File: src/sbg_defs.vh
// Register offsets, field positions, reset values and counts of the baud generator
`ifndef SBG_DEFS_VH
`define SBG_DEFS_VH

// ----------------------------------------
// Register byte offsets
// ----------------------------------------
`define SBG_OFS_DIV_HIGH 5'h00
`define SBG_OFS_DIV_LOW 5'h04
`define SBG_OFS_CONTROL 5'h08
`define SBG_OFS_FLAGS 5'h0c
`define SBG_OFS_STATE 5'h10

// ----------------------------------------
// Field positions
// ----------------------------------------
`define SBG_HIGH_BREAK_IE 7
`define SBG_HIGH_EDGE_IE 6
`define SBG_HIGH_DIV_MSB 4
`define SBG_CTRL_RX_EN 0
`define SBG_CTRL_TX_EN 1
`define SBG_FLAG_BREAK 0
`define SBG_FLAG_EDGE 1

// ----------------------------------------
// Widths, reset values and the last oversample count
// ----------------------------------------
`define SBG_DIV_WIDTH 13
`define SBG_HIGH_WIDTH 5
`define SBG_DIV_LOW_RESET 8'h01
`define SBG_OVERSAMPLE_LAST 4'hf

// ----------------------------------------
// Bus answers
// ----------------------------------------
`define SBG_RESP_OKAY 2'b00
`define SBG_RESP_SLVERR 2'b10

`endif

File: src/sbg_baud_generator.v
// Baud rate generator with divisor register pair, enables and interrupt flags
//
// Contract
// RULE_01: One generator per interface times both transmitter and receiver.
// RULE_02: High half buffered; working divisor changes only on low-half write.
// RULE_03: Low half resets nonzero; generator idle until receiver or transmitter enabled.
// RULE_04: Divisor zero stops the generator, no counting.
// RULE_05: Divisor 1 to 8191 gives baud equal to clock over sixteen times divisor.
// RULE_06: Upper five bits in high bits 4:0, lower eight in low bits 7:0.
// RULE_07: High bit 7 lets break-detect flag request an interrupt.
// RULE_08: High bit 6 lets receive-edge flag request an interrupt.
// RULE_09: Full-duplex line with separate receiver and transmitter enables.
// RULE_10: Count clocks modulo divisor for sixteen-times tick; bit clock derived.
//
// Implementation choices: the register offsets and the AXI4-Lite slave port.
`timescale 1ns/100ps
`default_nettype none
`include "sbg_defs.vh"

module sbg_baud_generator (
	input wire sys_clk,
	input wire nrst,
	input wire [4:0] s_axi_awaddr,
	input wire s_axi_awvalid,
	output reg s_axi_awready,
	input wire [31:0] s_axi_wdata,
	input wire [3:0] s_axi_wstrb,
	input wire s_axi_wvalid,
	output reg s_axi_wready,
	output reg [1:0] s_axi_bresp,
	output reg s_axi_bvalid,
	input wire s_axi_bready,
	input wire [4:0] s_axi_araddr,
	input wire s_axi_arvalid,
	output reg s_axi_arready,
	output reg [31:0] s_axi_rdata,
	output reg [1:0] s_axi_rresp,
	output reg s_axi_rvalid,
	input wire s_axi_rready,
	input wire breakDetectEvent,
	input wire rxEdgeEvent,
	output reg sampleTick,
	output reg bitTick,
	output reg receiverEnable,
	output reg transmitterEnable,
	output reg irq
);

	// ----------------------------------------
	// Register state
	// ----------------------------------------
	reg breakDetectIntEnable;
	reg rxEdgeIntEnable;
	reg [4:0] divHighBuf;
	reg [7:0] baudDivisorLow;
	reg [12:0] baudDivisor;
	reg generatorStarted;
	reg breakDetectFlag;
	reg rxEdgeFlag;

	// ----------------------------------------
	// Write channel holding
	// ----------------------------------------
	reg awHeld;
	reg wHeld;
	reg [4:0] wrAddr;
	reg [31:0] wrData;
	reg [3:0] wrStrb;
	wire awTake;
	wire wTake;
	wire doWrite;
	wire wrLane0;
	wire wrHigh;
	wire wrLow;
	wire wrCtrl;
	wire wrFlags;
	wire wrMapped;

	assign awTake = s_axi_awvalid & s_axi_awready;
	assign wTake = s_axi_wvalid & s_axi_wready;
	assign doWrite = awHeld & wHeld & ~s_axi_bvalid;
	assign wrLane0 = wrStrb[0];
	assign wrHigh = doWrite & wrLane0 & ({wrAddr[4:2], 2'b00} == `SBG_OFS_DIV_HIGH);
	assign wrLow = doWrite & wrLane0 & ({wrAddr[4:2], 2'b00} == `SBG_OFS_DIV_LOW);
	assign wrCtrl = doWrite & wrLane0 & ({wrAddr[4:2], 2'b00} == `SBG_OFS_CONTROL);
	assign wrFlags = doWrite & wrLane0 & ({wrAddr[4:2], 2'b00} == `SBG_OFS_FLAGS);
	assign wrMapped = (wrAddr[4:2] <= 3'h4);

	always @(posedge sys_clk or negedge nrst) begin
		if (!nrst) begin
			awHeld <= 1'b0;
			wHeld <= 1'b0;
			wrAddr <= 5'h00;
			wrData <= 32'h00000000;
			wrStrb <= 4'h0;
			s_axi_awready <= 1'b0;
			s_axi_wready <= 1'b0;
			s_axi_bvalid <= 1'b0;
			s_axi_bresp <= `SBG_RESP_OKAY;
		end else begin
			if (awTake) begin
				awHeld <= 1'b1;
				wrAddr <= s_axi_awaddr;
			end else if (doWrite) begin
				awHeld <= 1'b0;
			end
			if (wTake) begin
				wHeld <= 1'b1;
				wrData <= s_axi_wdata;
				wrStrb <= s_axi_wstrb;
			end else if (doWrite) begin
				wHeld <= 1'b0;
			end
			s_axi_awready <= ~awHeld & ~awTake & ~s_axi_bvalid & ~doWrite;
			s_axi_wready <= ~wHeld & ~wTake & ~s_axi_bvalid & ~doWrite;
			if (doWrite) begin
				s_axi_bvalid <= 1'b1;
				s_axi_bresp <= wrMapped ? `SBG_RESP_OKAY : `SBG_RESP_SLVERR;
			end else if (s_axi_bready) begin
				s_axi_bvalid <= 1'b0;
			end
		end
	end

	// ----------------------------------------
	// Register writes
	// ----------------------------------------
	always @(posedge sys_clk or negedge nrst) begin
		if (!nrst) begin
			breakDetectIntEnable <= 1'b0;
			rxEdgeIntEnable <= 1'b0;
			divHighBuf <= 5'h00;
			baudDivisorLow <= `SBG_DIV_LOW_RESET;
			baudDivisor <= {5'h00, `SBG_DIV_LOW_RESET};
			receiverEnable <= 1'b0;
			transmitterEnable <= 1'b0;
			generatorStarted <= 1'b0;
		end else begin
			if (wrHigh) begin
				breakDetectIntEnable <= wrData[`SBG_HIGH_BREAK_IE]; // [RULE_07]
				rxEdgeIntEnable <= wrData[`SBG_HIGH_EDGE_IE]; // [RULE_08]
				divHighBuf <= wrData[`SBG_HIGH_DIV_MSB:0]; // [RULE_02] [RULE_06]
			end
			if (wrLow) begin
				baudDivisorLow <= wrData[7:0];
				baudDivisor <= {divHighBuf, wrData[7:0]}; // [RULE_02] [RULE_06]
			end
			if (wrCtrl) begin
				receiverEnable <= wrData[`SBG_CTRL_RX_EN]; // [RULE_09]
				transmitterEnable <= wrData[`SBG_CTRL_TX_EN]; // [RULE_09]
				if (wrData[`SBG_CTRL_RX_EN] | wrData[`SBG_CTRL_TX_EN]) begin
					generatorStarted <= 1'b1; // [RULE_03]
				end
			end
		end
	end

	// ----------------------------------------
	// Sticky event flags, set wins over clear
	// ----------------------------------------
	always @(posedge sys_clk or negedge nrst) begin
		if (!nrst) begin
			breakDetectFlag <= 1'b0;
			rxEdgeFlag <= 1'b0;
			irq <= 1'b0;
		end else begin
			if (breakDetectEvent) begin
				breakDetectFlag <= 1'b1;
			end else if (wrFlags & wrData[`SBG_FLAG_BREAK]) begin
				breakDetectFlag <= 1'b0;
			end
			if (rxEdgeEvent) begin
				rxEdgeFlag <= 1'b1;
			end else if (wrFlags & wrData[`SBG_FLAG_EDGE]) begin
				rxEdgeFlag <= 1'b0;
			end
			irq <= (breakDetectFlag & breakDetectIntEnable) | // [RULE_07]
				(rxEdgeFlag & rxEdgeIntEnable); // [RULE_08]
		end
	end

	// ----------------------------------------
	// Modulo divider and oversample counter
	// ----------------------------------------
	reg [12:0] divCount;
	reg [3:0] overCount;
	wire generatorActive;

	assign generatorActive = generatorStarted & (baudDivisor != 13'h0000); // [RULE_03] [RULE_04]

	always @(posedge sys_clk or negedge nrst) begin
		if (!nrst) begin
			divCount <= 13'h0001;
			overCount <= 4'h0;
			sampleTick <= 1'b0;
			bitTick <= 1'b0;
		end else if (!generatorActive || wrLow) begin
			divCount <= 13'h0001; // [RULE_04]
			overCount <= 4'h0;
			sampleTick <= 1'b0;
			bitTick <= 1'b0;
		end else if (divCount >= baudDivisor) begin
			divCount <= 13'h0001; // [RULE_05] [RULE_10]
			sampleTick <= 1'b1; // [RULE_01] [RULE_10]
			overCount <= overCount + 4'h1;
			bitTick <= (overCount == `SBG_OVERSAMPLE_LAST); // [RULE_05] [RULE_10]
		end else begin
			divCount <= divCount + 13'h0001;
			sampleTick <= 1'b0;
			bitTick <= 1'b0;
		end
	end

	// ----------------------------------------
	// Read channel
	// ----------------------------------------
	reg [31:0] rdValue;
	reg rdMapped;
	wire arTake;

	assign arTake = s_axi_arvalid & s_axi_arready;

	always @* begin
		rdValue = 32'h00000000;
		rdMapped = 1'b1;
		case (s_axi_araddr[4:2])
			3'h0: begin
				rdValue = {24'h000000, breakDetectIntEnable, rxEdgeIntEnable, 1'b0, divHighBuf};
			end
			3'h1: begin
				rdValue = {24'h000000, baudDivisorLow};
			end
			3'h2: begin
				rdValue = {30'h00000000, transmitterEnable, receiverEnable};
			end
			3'h3: begin
				rdValue = {30'h00000000, rxEdgeFlag, breakDetectFlag};
			end
			3'h4: begin
				rdValue = {18'h00000, overCount, 9'h000, generatorActive};
			end
			default: begin
				rdMapped = 1'b0;
			end
		endcase
	end

	always @(posedge sys_clk or negedge nrst) begin
		if (!nrst) begin
			s_axi_arready <= 1'b0;
			s_axi_rvalid <= 1'b0;
			s_axi_rdata <= 32'h00000000;
			s_axi_rresp <= `SBG_RESP_OKAY;
		end else begin
			s_axi_arready <= ~s_axi_rvalid & ~arTake;
			if (arTake) begin
				s_axi_rvalid <= 1'b1;
				s_axi_rdata <= rdValue;
				s_axi_rresp <= rdMapped ? `SBG_RESP_OKAY : `SBG_RESP_SLVERR;
			end else if (s_axi_rready) begin
				s_axi_rvalid <= 1'b0;
			end
		end
	end

endmodule
`default_nettype wire

File: config.mk
export PLATFORM = sky130hd
export DESIGN_NAME = sbg_baud_generator
export DESIGN_NICKNAME = d
export VERILOG_FILES = /design/src/sbg_baud_generator.v
export VERILOG_INCLUDE_DIRS = /design/src
export SDC_FILE = /design/constraint.sdc
export NUM_CORES = 1
export LEC_CHECK = 0
export BUFFER_PORTS_ARGS = -buffer_cell sky130_fd_sc_hd__buf_2
export CORE_AREA = 4 4 71 122
export DETAILED_ROUTE_END_ITERATION = 8
export DIE_AREA = 0 0 75 126
export PLACE_DENSITY = 0.75
export SLEW_MARGIN = 20
export SYNTH_ARGS = -nofsm -noshare
export SYNTH_HDL_FRONTEND = slang
export SYNTH_SLANG_ARGS = --single-unit
File: constraint.sdc
create_clock -name sys_clk -period 2.1 [get_ports sys_clk]
set_input_delay 0.21 -clock sys_clk [delete_from_list [all_inputs] [get_ports sys_clk]]
set_output_delay 0.21 -clock sys_clk [all_outputs]
set_load 0.02 [all_outputs]
# After elaboration in Yosys (flattened, before gate mapping)
# Index checks and enable logic that the tools add are counted.
dict set report classes {
  n_addsub 2
  n_mul 0
  div_mod_pow 0
  order_cmp 2
  eq_ne 8
  shift 0
  muxes 23
  bitwise 32
  reduce_logical 14
}
# cell n
set ops {}
lappend ops {{one-hot mux 14 bit (5 select lines)} 1}
lappend ops {{two-way mux 13 bit} 2}
lappend ops {{bitwise AND 1 bit} 22}
lappend ops {{two-way mux 1 bit} 16}
lappend ops {{nonzero test 2 bit} 7}
lappend ops {{adder 13 x 1 -> 13 bit (second input constant)} 1}
lappend ops {{>= comparator 13 bit} 1}
lappend ops {{nonzero test 13 bit} 1}
lappend ops {{== test 3 x 2 -> 1 bit (second input constant)} 4}
lappend ops {{two-way mux 4 bit} 2}
lappend ops {{inverter 1 bit} 8}
lappend ops {{== test 3 x 1 -> 1 bit (second input constant)} 2}
lappend ops {{zero test 3 bit} 2}
lappend ops {{OR reduction 5 bit} 1}
lappend ops {{adder 4 x 1 -> 4 bit (second input constant)} 1}
lappend ops {{== test 4 bit (second input constant)} 1}
lappend ops {{two-way mux 2 bit} 2}
lappend ops {{== test 3 bit (second input constant)} 1}
lappend ops {{<= comparator 3 bit (second input constant)} 1}
lappend ops {{bitwise OR 1 bit} 2}
lappend ops {{AND reduction 2 bit} 1}
lappend ops {{zero test 1 bit} 1}
lappend ops {{logical OR 1 bit} 1}
dict set report totals {
  ff_bits 110
  latch_bits 0
  mem_bits_rw 0
  romBits 0
  output_inout_bits 46
  elab_cells 109
  mem_count 0
}

# Longest topological paths before layout
# Gate-level depths: netlist of run 1.
dict set report logic_depth {
  ltp_word 7
  depth_mapped 8
}

# Worst setup path after synthesis of run 1
# No wires, ideal clock.
dict set report synth_path {
  kind {reg2reg}
  from {register divCount[0]}
  to {register overCount[3]}
  setup_time_ns 0.079
  t_arrival_ns 1.699
  t_required_ns 2.021
  path_slack_ns 0.322
  stages_incl_launch_ff 8
  synth_period_minus_slack_ns 1.778
  cell_sequence {dfstp_2 > inv_1 > ha_1 > inv_1 > nor4_1 > a211oi_1 > a21oi_1 > mux2i_1}
}
dict set report synth_via {
  elab_chain_cells 2
}
# item line_no
set synth_rtl {}
lappend synth_rtl {{start: declaration} sbg_baud_generator.v:185} ;# reg [12:0] divCount;
lappend synth_rtl {{start signal: assignment} sbg_baud_generator.v:208} ;# divCount <= divCount + 13'h0001;
lappend synth_rtl {{>= comparator 13 bit} sbg_baud_generator.v:202} ;# end else if (divCount >= baudDivisor) begin
lappend synth_rtl {{nonzero test 2 bit (no line)} --}
lappend synth_rtl {{end signal: assignment} sbg_baud_generator.v:205} ;# overCount <= overCount + 4'h1;
lappend synth_rtl {{end: declaration} sbg_baud_generator.v:186} ;# reg [3:0] overCount;
# Every way passes these cells.
# A chain may end at the register's enable or synchronous reset.

==> results of run 1 <==
[registers in the layout, indices dropped and copies added (netlist names), 3 cells and up]
register / flops
wrData: 8
wrAddr: 3
overCount: 4
baudDivisorLow: 7
s_axi_rdata: 12
divHighBuf: 5
divCount: 13
baudDivisor: 6
[path summary, 6_finish.rpt]
path                       cells after the start  slack [ns]                          start                  endpoint
max in group asynchronous                      3        1.05                           nrst     divCount[0]$_DFF_PN1_
max                                            8        0.18  baudDivisorLow[6]$_DFFE_PN0P_  overCount[3]$_DFFE_PN0P_
max reg2reg                                    8        0.18  baudDivisorLow[6]$_DFFE_PN0P_  overCount[3]$_DFFE_PN0P_
min in group asynchronous                      2        0.39                           nrst     wrData[0]$_DFFE_PN0P_
min                                            2        0.05                    rxEdgeEvent    rxEdgeFlag$_DFFE_PN0P_
min reg2reg                                    1        0.47       s_axi_rvalid$_DFFE_PN0P_   s_axi_arready$_DFF_PN0_
[metal layers]
metal	vias up	global-route usage, %	part of all wire (%)
met5	-	0	0
met2	84	30.73	53
met3	21	3.987	5.2
li1	1286	-	-
met1	1299	19.63	38
met4	0	10.90	4.4
[power by group through the flow]
stage | combinational [mW] | sequential, mW | clock, mW
after floorplan | 1.23 | 2.39 | 0
after global placement | 1.83 | 2.32 | 0
after detailed placement | 1.89 | 2.35 | 0
after CTS | 1.90 | 2.32 | 1.54
after global routing | 2.20 | 2.38 | 1.61
final | 1.97 | 2.33 | 1.51
[layout make-up]
| class | count | share of cell area, % |
|---|---|---|
| sequential | 78 | 44.44 |
| multi-input combinational | 245 | 37.10 |
| timing repair buffer | 58 | 7.624 |
| clock buffer | 12 | 6.060 |
| tap | 88 | 2.504 |
| inverter | 19 | 1.622 |
| clock inverter | 4 | 0.6543 |
[cell usage in the layout (no fill, tap or decap), drive strengths merged, types with 4 or more instances in the layout]
cell type  count
o21ai         32
nand4          7
nand2         43
nand3          9
inv           20
ha            15
nor3           4
nor2          25
and3           6
buf           57
nor2b          4
nand2b         4
mux2i          7
xor2           6
clkbuf        12
conb          22
a21oi          5
dfrtp         76
mux2          22
xnor2          5
[cell usage after synthesis (3+ instances only)]
cell type	instances	share of area [%]
a21oi_1	5	0.67
and3_1	6	1.0
a211oi_1	3	0.60
nand4_1	7	1.2
nor2b_1	3	0.50
nand2_1	43	4.3
dfrtp_1	76	51
xnor2_1	5	1.2
nand2b_1	4	0.67
buf_4	22	4.4
nor3_1	4	0.53
o21ai_0	32	4.3
xor2_1	6	1.4
nand3_1	8	1.1
nor4_1	3	0.50
inv_1	19	1.9
a22o_1	3	0.70
ha_1	15	5.0
mux2_2	22	6.6
mux2i_1	7	1.9
a21o_1	3	0.60
nor2_1	25	2.5
[worst max-delay path, cell delays in order (launching register included)]
cell and delay (ns):
dfrtp_1 0.38, inv_1 0.07, ha_1 0.32, nand4_1 0.16, nor4_2 0.28, a211oi_1 0.08, buf_4 0.16, a21oi_1 0.18
mux2i_1 0.19
[what timing repair did]
action / in CTS / in global routing
hold endpoints to repair: 37 / 0
endpoints found under the setup margin: 0 / 14
hold buffers: 1 / 0
gates resized for setup: 0 / 5
[logic make-up after synthesis]
| family | synth area share, % |
|---|---|
| simple gates | 14.98 |
| flops | 52.10 |
| compound gates | 8.506 |
| buf+inv | 7.072 |
| mux | 9.673 |
| fa+ha+maj | 5.003 |
| xor+xnor | 2.568 |
| other cells | 0.09997 |
==> impl_metrics.yaml, run 1 <==
floorplanning:
  num_rows: 42
  initial_core_util_pct: 49.23
  coreArea_um2: 7620
  die_y_um: 126
  chipWidth_um: 75
  die_area_um2: 9450
  ioPinCount: 101
yosys:
  syn_area_per_cell_um2: 10.78
  seq_area_frac_synth_pct: 52.10
  syn_inst: 348
  ys_types: 43
  ys_seq_elements: 78
  synth-edff-count: 0
  ys.flop_type: "dfrtp_1"
  syn_area_um2: 3751
  async_reset_ff_share_pct: 100.0
  yosys_warnings: 0
placement:
  place_hpwl_mm: 5.811
  place_inst: 487
  numPortBuffers: 47
  place_ws_ns: 0.1504
  gp_congestion: 0.8605
  place_area_um2: 4071
power_and_ir_drop:
  pwr-share-clk_pct: 26.1
  irDropWorstVdd_v: 0.0007430
  switchingPower_mw: 2.104
  p_sw_share_pct: 36.23
  p_comb_share_pct: 33.9
  pwr-share-seq_pct: 40.1
  power.density_nw_per_um2: 1320
  leakagePower_nw: 2.132
  internal-power_mw: 3.702
  power_mw: 5.806
outcome:
  outcome: "finished, final reports clean"
layout:
  fin_util_pct: 57.72
  antenna_cells: 0
  multi_input_area_um2: 1632
  finalInstanceArea_um2: 4398
  ff_latch_area_um2: 1954
  final_cells: 504
  area_growth_pct: 17.24
  nets: 481
  drive_above_1_share_pct: 25.72
  fillers: 639
clock_network:
  worstSkewPairLatency_ns: 0.34
  clockBufferDepth: 2
  cts_root_buf: "clkbuf_16"
  cts_max_level: 3
  cts_tree: "built"
  cts.sinks: 78
  cts.clk_slew.worst_paths_ns: 0.06
  cts_setup_buffers: 0
  numCtsBuffers: 9
routing:
  wl_mm: 7.684
  vias: 2690
  drt_first_pass_iters: 4
  drc: 0
  routedWlPerCell_um: 15.25
  ant_nets: 0
  vias_per_cell: 5.337
  drt_iter0_drc: 143
sta:
  finalSetupTns_ns: 0
  slew_headroom_pct: 63.90
  worst_pin_slew_ns: 0.5392
  max_freq_mhz: 521.3
  setup_violations: 0
  timing_hold_violations_final: 0
  finClkSkew_ns: 0.007362
  hold_ws_ns: 0.04772
  slew_viol_final: 0
  min_period_ns: 1.918
  rsz0062_at_grt: "no"
  period_share_pct: 91.35
  worst_slack_ns: 0.1817
run:
  maxCapViolations: 0
setup_path:
  end_kind: "flip-flop"
  worstPathRequired_ns: 2.36
  path_max_fanout: 4
  setup.worst_path.start_class: "flip-flop"
  arrival_ns: 2.18
  criticalPathCategory: "flip-flop to flip-flop"
global_routing:
  grt_pass1_vias: 2697
  grt_pass1_wl_mm: 12.73
  grt_max_degree: 41
  antenna_found_initial: 0
  grt-ovfl-total: 0
  grtUsageTotal_pct: 18.07
hold_path:
  hold_path.class: "primary input to flip-flop"
Note: power is estimated with default switching activity, not from simulation.
==> inputs of run 2 (changes only) <==
Clock period 2.1 ns to 1.9 ns, I/O delays scaled along.
==> run 2 against run 1 <==
Compared with the run above: the flow now finishes with violations (negative setup slack); core utilization grew 4.5 points; clock power grew 22%; worst hold slack lost 0.022 ns; critical path type unchanged; critical endpoint is now overCount[0]$_DFFE_PN0P_.
==> impl_metrics.yaml, run 2 (synthesis results as in run 1) <==
power_and_ir_drop:
  leakagePower_nw: 2.274
  irDropWorstVdd_v: 0.0007658
  power_mw: 7.085
  power.density_nw_per_um2: 1494
placement:
  numPortBuffers: 47
  gp_congestion: 0.8370
  place_hpwl_mm: 6.019
floorplanning:
  chipWidth_um: 75
  num_rows: 42
  coreArea_um2: 7620
  ioPinCount: 101
  die_area_um2: 9450
  die_y_um: 126
  initial_core_util_pct: 49.23
layout:
  final_common_cell: "dfrtp_1"
  nets: 504
  fillers: 592
  drive_above_1_share_pct: 34.47
  regMostFlops: "divCount"
  final_cell_mix: "76 x dfrtp_1, 46 x buf_2, 43 x nand2_1"
  antenna_cells: 0
  area_growth_pct: 26.38
  largestRegisters: "divCount (13), s_axi_rdata (12), wrData (8)"
  ff_latch_area_um2: 1954
  multi_input_area_um2: 1770
  largest_reg_flops: 13
global_routing:
  use_met3_pct: 3.748
  grt_max_degree: 46
  top_usage_layer: "met2"
  use_met1_pct: 19.82
  grt-ovfl-total: 0
  antenna_found_initial: 0
  grt_pass1_wl_mm: 13.35
  grt_pass1_vias: 2905
  grtUsageTotal_pct: 18.79
  use_met2_pct: 32.58
setup_path:
  crit_start: "baudDivisor[12]$_DFFE_PN0P_"
  setup.worst_path.start_class: "flip-flop"
  worstReg2RegStart: "baudDivisor[12]$_DFFE_PN0P_"
  path_max_fanout: 3
  criticalPathCategory: "flip-flop to flip-flop"
  cpMostUsedCell: "buf_4"
  end_kind: "flip-flop"
  arrival_ns: 2.17
  cp_cell_sequence: "inv_1 -> ha_4 -> nand4_1 -> nor4_2 -> a211oi_2 -> buf_4 -> buf_4 -> a21boi_1 -> nor3_1"
  worstPathRequired_ns: 2.11
  cpPeakStageDelay_ns: 0.41
  cpMaxStageDelayCell: "nor4_2"
routing:
  vias: 2850
  ant_nets: 0
  wl_mm: 8.413
  drt_iter0_drc: 170
  drc: 0
  vias_per_cell: 5.418
  routedWlPerCell_um: 15.99
  drt_first_pass_iters: 4
sta:
  worst_slack_ns: -0.05841
  slew_viol_final: 0
  setup_violations: 7
  min_period_ns: 1.958
  max_freq_mhz: 510.6
  rsz0062_at_grt: "yes"
  finClkSkew_ns: 0.006002
  period_share_pct: 103.1
  finalSetupTns_ns: -0.2403
  hold_ws_ns: 0.02600
  timing_hold_violations_final: 0
run:
  maxCapViolations: 0
hold_path:
  worstHoldStart: "s_axi_bready"
  hold_path.class: "primary input to flip-flop"
clock_network:
  numCtsBuffers: 9
  cts_tree: "built"
  clockBufferDepth: 2
  cts.clk_slew.worst_paths_ns: 0.06
  worstSkewPairLatency_ns: 0.34
  cts_root_buf: "clkbuf_16"
  cts_max_level: 3
  cts.sinks: 78
outcome:
  violations: "negative setup slack"
  outcome: "complete, but fails checks"
## run 2: cell types whose count changed in the layout (fill, tap and decap cells not counted), sizes merged
cell / previous run / this run
buf: 57 / 80
inv: 20 / 19
clkbuf: 12 / 10
bufinv: 0 / 2
## run 2: timing repair
action | in CTS | in global routing
gates resized for setup | 10 | 23
buffers inserted | 1 | 1
hold buffers | 1 | 0
hold endpoints to repair | 32 | 0
pin swaps | 6 | 6
setup endpoints to repair | 12 | 19
## run 2: layout make-up
cell class                      instances  area share [%]
Tap cell                               88           2.323
Sequential cell                        78           41.22
Clock inverter                          5           1.768
Inverter                               19           1.504
Multi-Input combinational cell        245           37.34
Timing Repair Buffer                   81           10.79
Clock buffer                           10           5.041
## run 2: worst max-delay path, delay by kind of cell (launching register included)
family,cells,cell delay [ns]
adders and majority gates,1,0.28
DFF,1,0.35
buffers and inverters,3,0.40
and+or+nand+nor,3,0.63
AOI/OAI and AO/OA,2,0.17
## run 2: path summary, 6_finish.rpt
| path | endpoint | slack [ns] | cells after the start |
|---|---|---|---|
| worst max-delay path | overCount[0]$_DFFE_PN0P_ | -0.06 | 9 |
| worst min-delay path | s_axi_bvalid$_DFFE_PN0P_ | 0.03 | 2 |
| worst max register to register | overCount[0]$_DFFE_PN0P_ | -0.06 | 9 |
| worst min register to register | s_axi_arready$_DFF_PN0_ | 0.45 | 1 |
| max in group asynchronous | divCount[0]$_DFF_PN1_ | 0.90 | 3 |
| min in group asynchronous | s_axi_awready$_DFF_PN0_ | 0.35 | 2 |
## run 2: power breakdown
part	switching (mW)	total (mW)	internal [mW]
sequential	0.411	2.57	2.16
combinational	1.49	2.67	1.18
clock	0.663	1.84	1.18
total	2.56	7.08	4.52
## run 2: stage by stage
step	instance area, um2	cells	utilization (%)	setup WS (ns)
5_1_grt	4741	526	62.22	-0.1634
2_1_floorplan	3830	369	-	0.1217
6_report	4741	526	62.22	-0.05841
3_3_place_gp	4229	508	55.50	0.003498
4_1_cts	4627	525	60.72	0.0003000
3_5_place_dp	4229	508	55.50	-0.05168
## run 2: routing by layer
layer	part of all wire (%)	up-vias
li1	-	1327
met1	36	1394
met2	54	95
met3	4.6	34
met4	5.2	0
met5	0	-
==> inputs of run 3 (changes only) <==
Settings changed: CORE_AREA 4 4 71 122 to 4 4 74 127, DIE_AREA 0 0 75 126 to 0 0 78 131, PLACE_DENSITY 0.75 to 0.7.
==> run 3 against run 2 <==
Compared with the run above: the flow now finishes without violations; fmax is 3.8% higher; register-to-register slack better by 0.07 ns; count of clock-buffer cells in the layout stayed put; flip-flop and latch count stayed put; critical path depth is 1 lower; die area is 8.1% higher; setup slack better by 0.072 ns; clock power is 2% higher; sequential share of layout area stayed put; clock skew is 0.0021 ns higher; worst hold slack worse by 0.00098 ns.
==> impl_metrics.yaml, run 3 (synthesis results as in run 1) <==
routing:
  drt_iter0_drc: 149
  vias: 2764
  wl_mm: 8.011
  vias_per_cell: 4.989
  drt_first_pass_iters: 6
  drc: 0
  routedWlPerCell_um: 14.46
  ant_nets: 0
sta:
  timing_hold_violations_final: 0
  max_freq_mhz: 530.0
  min_period_ns: 1.887
  setup_violations: 0
  finalSetupTns_ns: 0
  rsz0062_at_grt: "yes"
  slew_viol_final: 0
  worst_slack_ns: 0.01322
  finClkSkew_ns: 0.008116
  period_share_pct: 99.30
global_routing:
  grtUsageTotal_pct: 16.58
  grt-ovfl-total: 0
  grt_pass1_vias: 2703
  antenna_found_initial: 0
  grt_pass1_wl_mm: 12.99
  grt_max_degree: 33
layout:
  fin_util_pct: 57.03
  final_cells: 554
  nets: 504
  drive_above_1_share_pct: 33.26
  final_common_cell: "dfrtp_1"
  regMostFlops: "divCount"
  final_cell_mix: "76 x dfrtp_1, 46 x buf_2, 43 x nand2_1"
  largest_reg_flops: 13
  finalInstanceArea_um2: 4741
  antenna_cells: 0
  fillers: 693
  area_growth_pct: 26.38
  largestRegisters: "divCount (13), s_axi_rdata (12), wrData (8)"
floorplanning:
  num_rows: 44
  ioPinCount: 101
  initial_core_util_pct: 45.12
  chipWidth_um: 78
  coreArea_um2: 8313
  die_y_um: 131
  die_area_um2: 10220
setup_path:
  worstPathRequired_ns: 2.14
  arrival_ns: 2.13
  end_kind: "flip-flop"
  cpMostUsedCell: "nor2_2"
  cpPeakStageDelay_ns: 0.34
  criticalPathCategory: "flip-flop to flip-flop"
  setup.worst_path.start_class: "flip-flop"
  cp_cell_sequence: "inv_1 -> ha_4 -> nand4_1 -> buf_4 -> nor2_2 -> o31a_1 -> nor2_2 -> nor3_1"
  path_max_fanout: 4
  cpMaxStageDelayCell: "dfrtp_1"
power_and_ir_drop:
  leakagePower_nw: 2.279
  power.density_nw_per_um2: 1472
  irDropWorstVdd_v: 0.0007317
clock_network:
  cts_tree: "built"
  cts_root_buf: "clkbuf_16"
  cts_max_level: 3
  cts.clk_slew.worst_paths_ns: 0.06
  worstSkewPairLatency_ns: 0.34
  clockBufferDepth: 2
  numCtsBuffers: 9
  cts.sinks: 78
placement:
  place_area_um2: 4248
  place_inst: 533
  place_ws_ns: -0.03147
  gp_congestion: 0.8097
  place_hpwl_mm: 5.876
  numPortBuffers: 47
run:
  maxCapViolations: 0
outcome:
  outcome: "finished, final reports clean"
hold_path:
  hold_path.class: "primary input to flip-flop"
[run 3: power by group]
| part | leakage (nW) | internal, mW | total (mW) | switching, mW |
|---|---|---|---|---|
| logic | 1.11 | 1.14 | 2.54 | 1.39 |
| clock network | 0.159 | 1.19 | 1.88 | 0.687 |
| registers | 1.01 | 2.16 | 2.56 | 0.401 |
[run 3: layout make-up]
type	count	area [um2]	share of cell area, %
Clock buffer	10	239.0	5.041
Timing Repair Buffer	81	511.7	10.79
Multi-Input combinational cell	245	1727	36.42
Clock inverter	6	93.84	1.979
Sequential cell	78	1954	41.22
Inverter	19	71.32	1.504
Tap cell	115	143.9	3.035
[run 3: routing by layer]
metal	vias up	wire length [um]	global-route usage [%]
li1	1338	-	-
met1	1315	3163	18.42
met2	93	4209	30.10
met3	18	348	2.606
met4	0	290	9.166
met5	-	0	0
[run 3: final timing paths]
path	slack [ns]	end	startpoint	depth (start not counted)
worst max-delay path	0.01	bitTick$_DFF_PN0_	baudDivisor[12]$_DFFE_PN0P_	8
worst max register to register	0.01	bitTick$_DFF_PN0_	baudDivisor[12]$_DFFE_PN0P_	8
worst min register to register	0.46	s_axi_arready$_DFF_PN0_	s_axi_rvalid$_DFFE_PN0P_	1
worst min-delay path	0.03	s_axi_bvalid$_DFFE_PN0P_	s_axi_bready	2
min in group asynchronous	0.32	sampleTick$_DFF_PN0_	nrst	2
max in group asynchronous	0.98	baudDivisorLow[5]$_DFFE_PN0P_	nrst	3
[run 3: stage by stage]
step	hold slack, ns	power, mW
2_1_floorplan	-0.1056	3.998
3_3_place_gp	0.1345	4.705
3_5_place_dp	0.1401	4.806
4_1_cts	0.01965	6.738
5_1_grt	0.01955	7.395
6_report	0.02502	6.978
[run 3: critical path: cells and delay by family, from the launching register on]
kind / cells / cell delay (ns)
AO/OA/AOI/OAI: 1 / 0.29
adder cells (fa/ha/maj): 1 / 0.29
buffers and inverters: 2 / 0.28
flip-flops: 1 / 0.34
AND/OR/NAND/NOR: 4 / 0.59
[run 3: what timing repair did]
item / in CTS / in global routing
pin swaps: 0 / 7
setup buffers: 0 / 4
hold buffers: 1 / 0
setup endpoints to repair: 15 / 19
resized for setup: 3 / 19
cloned: 0 / 0
hold endpoints to repair: 25 / 0
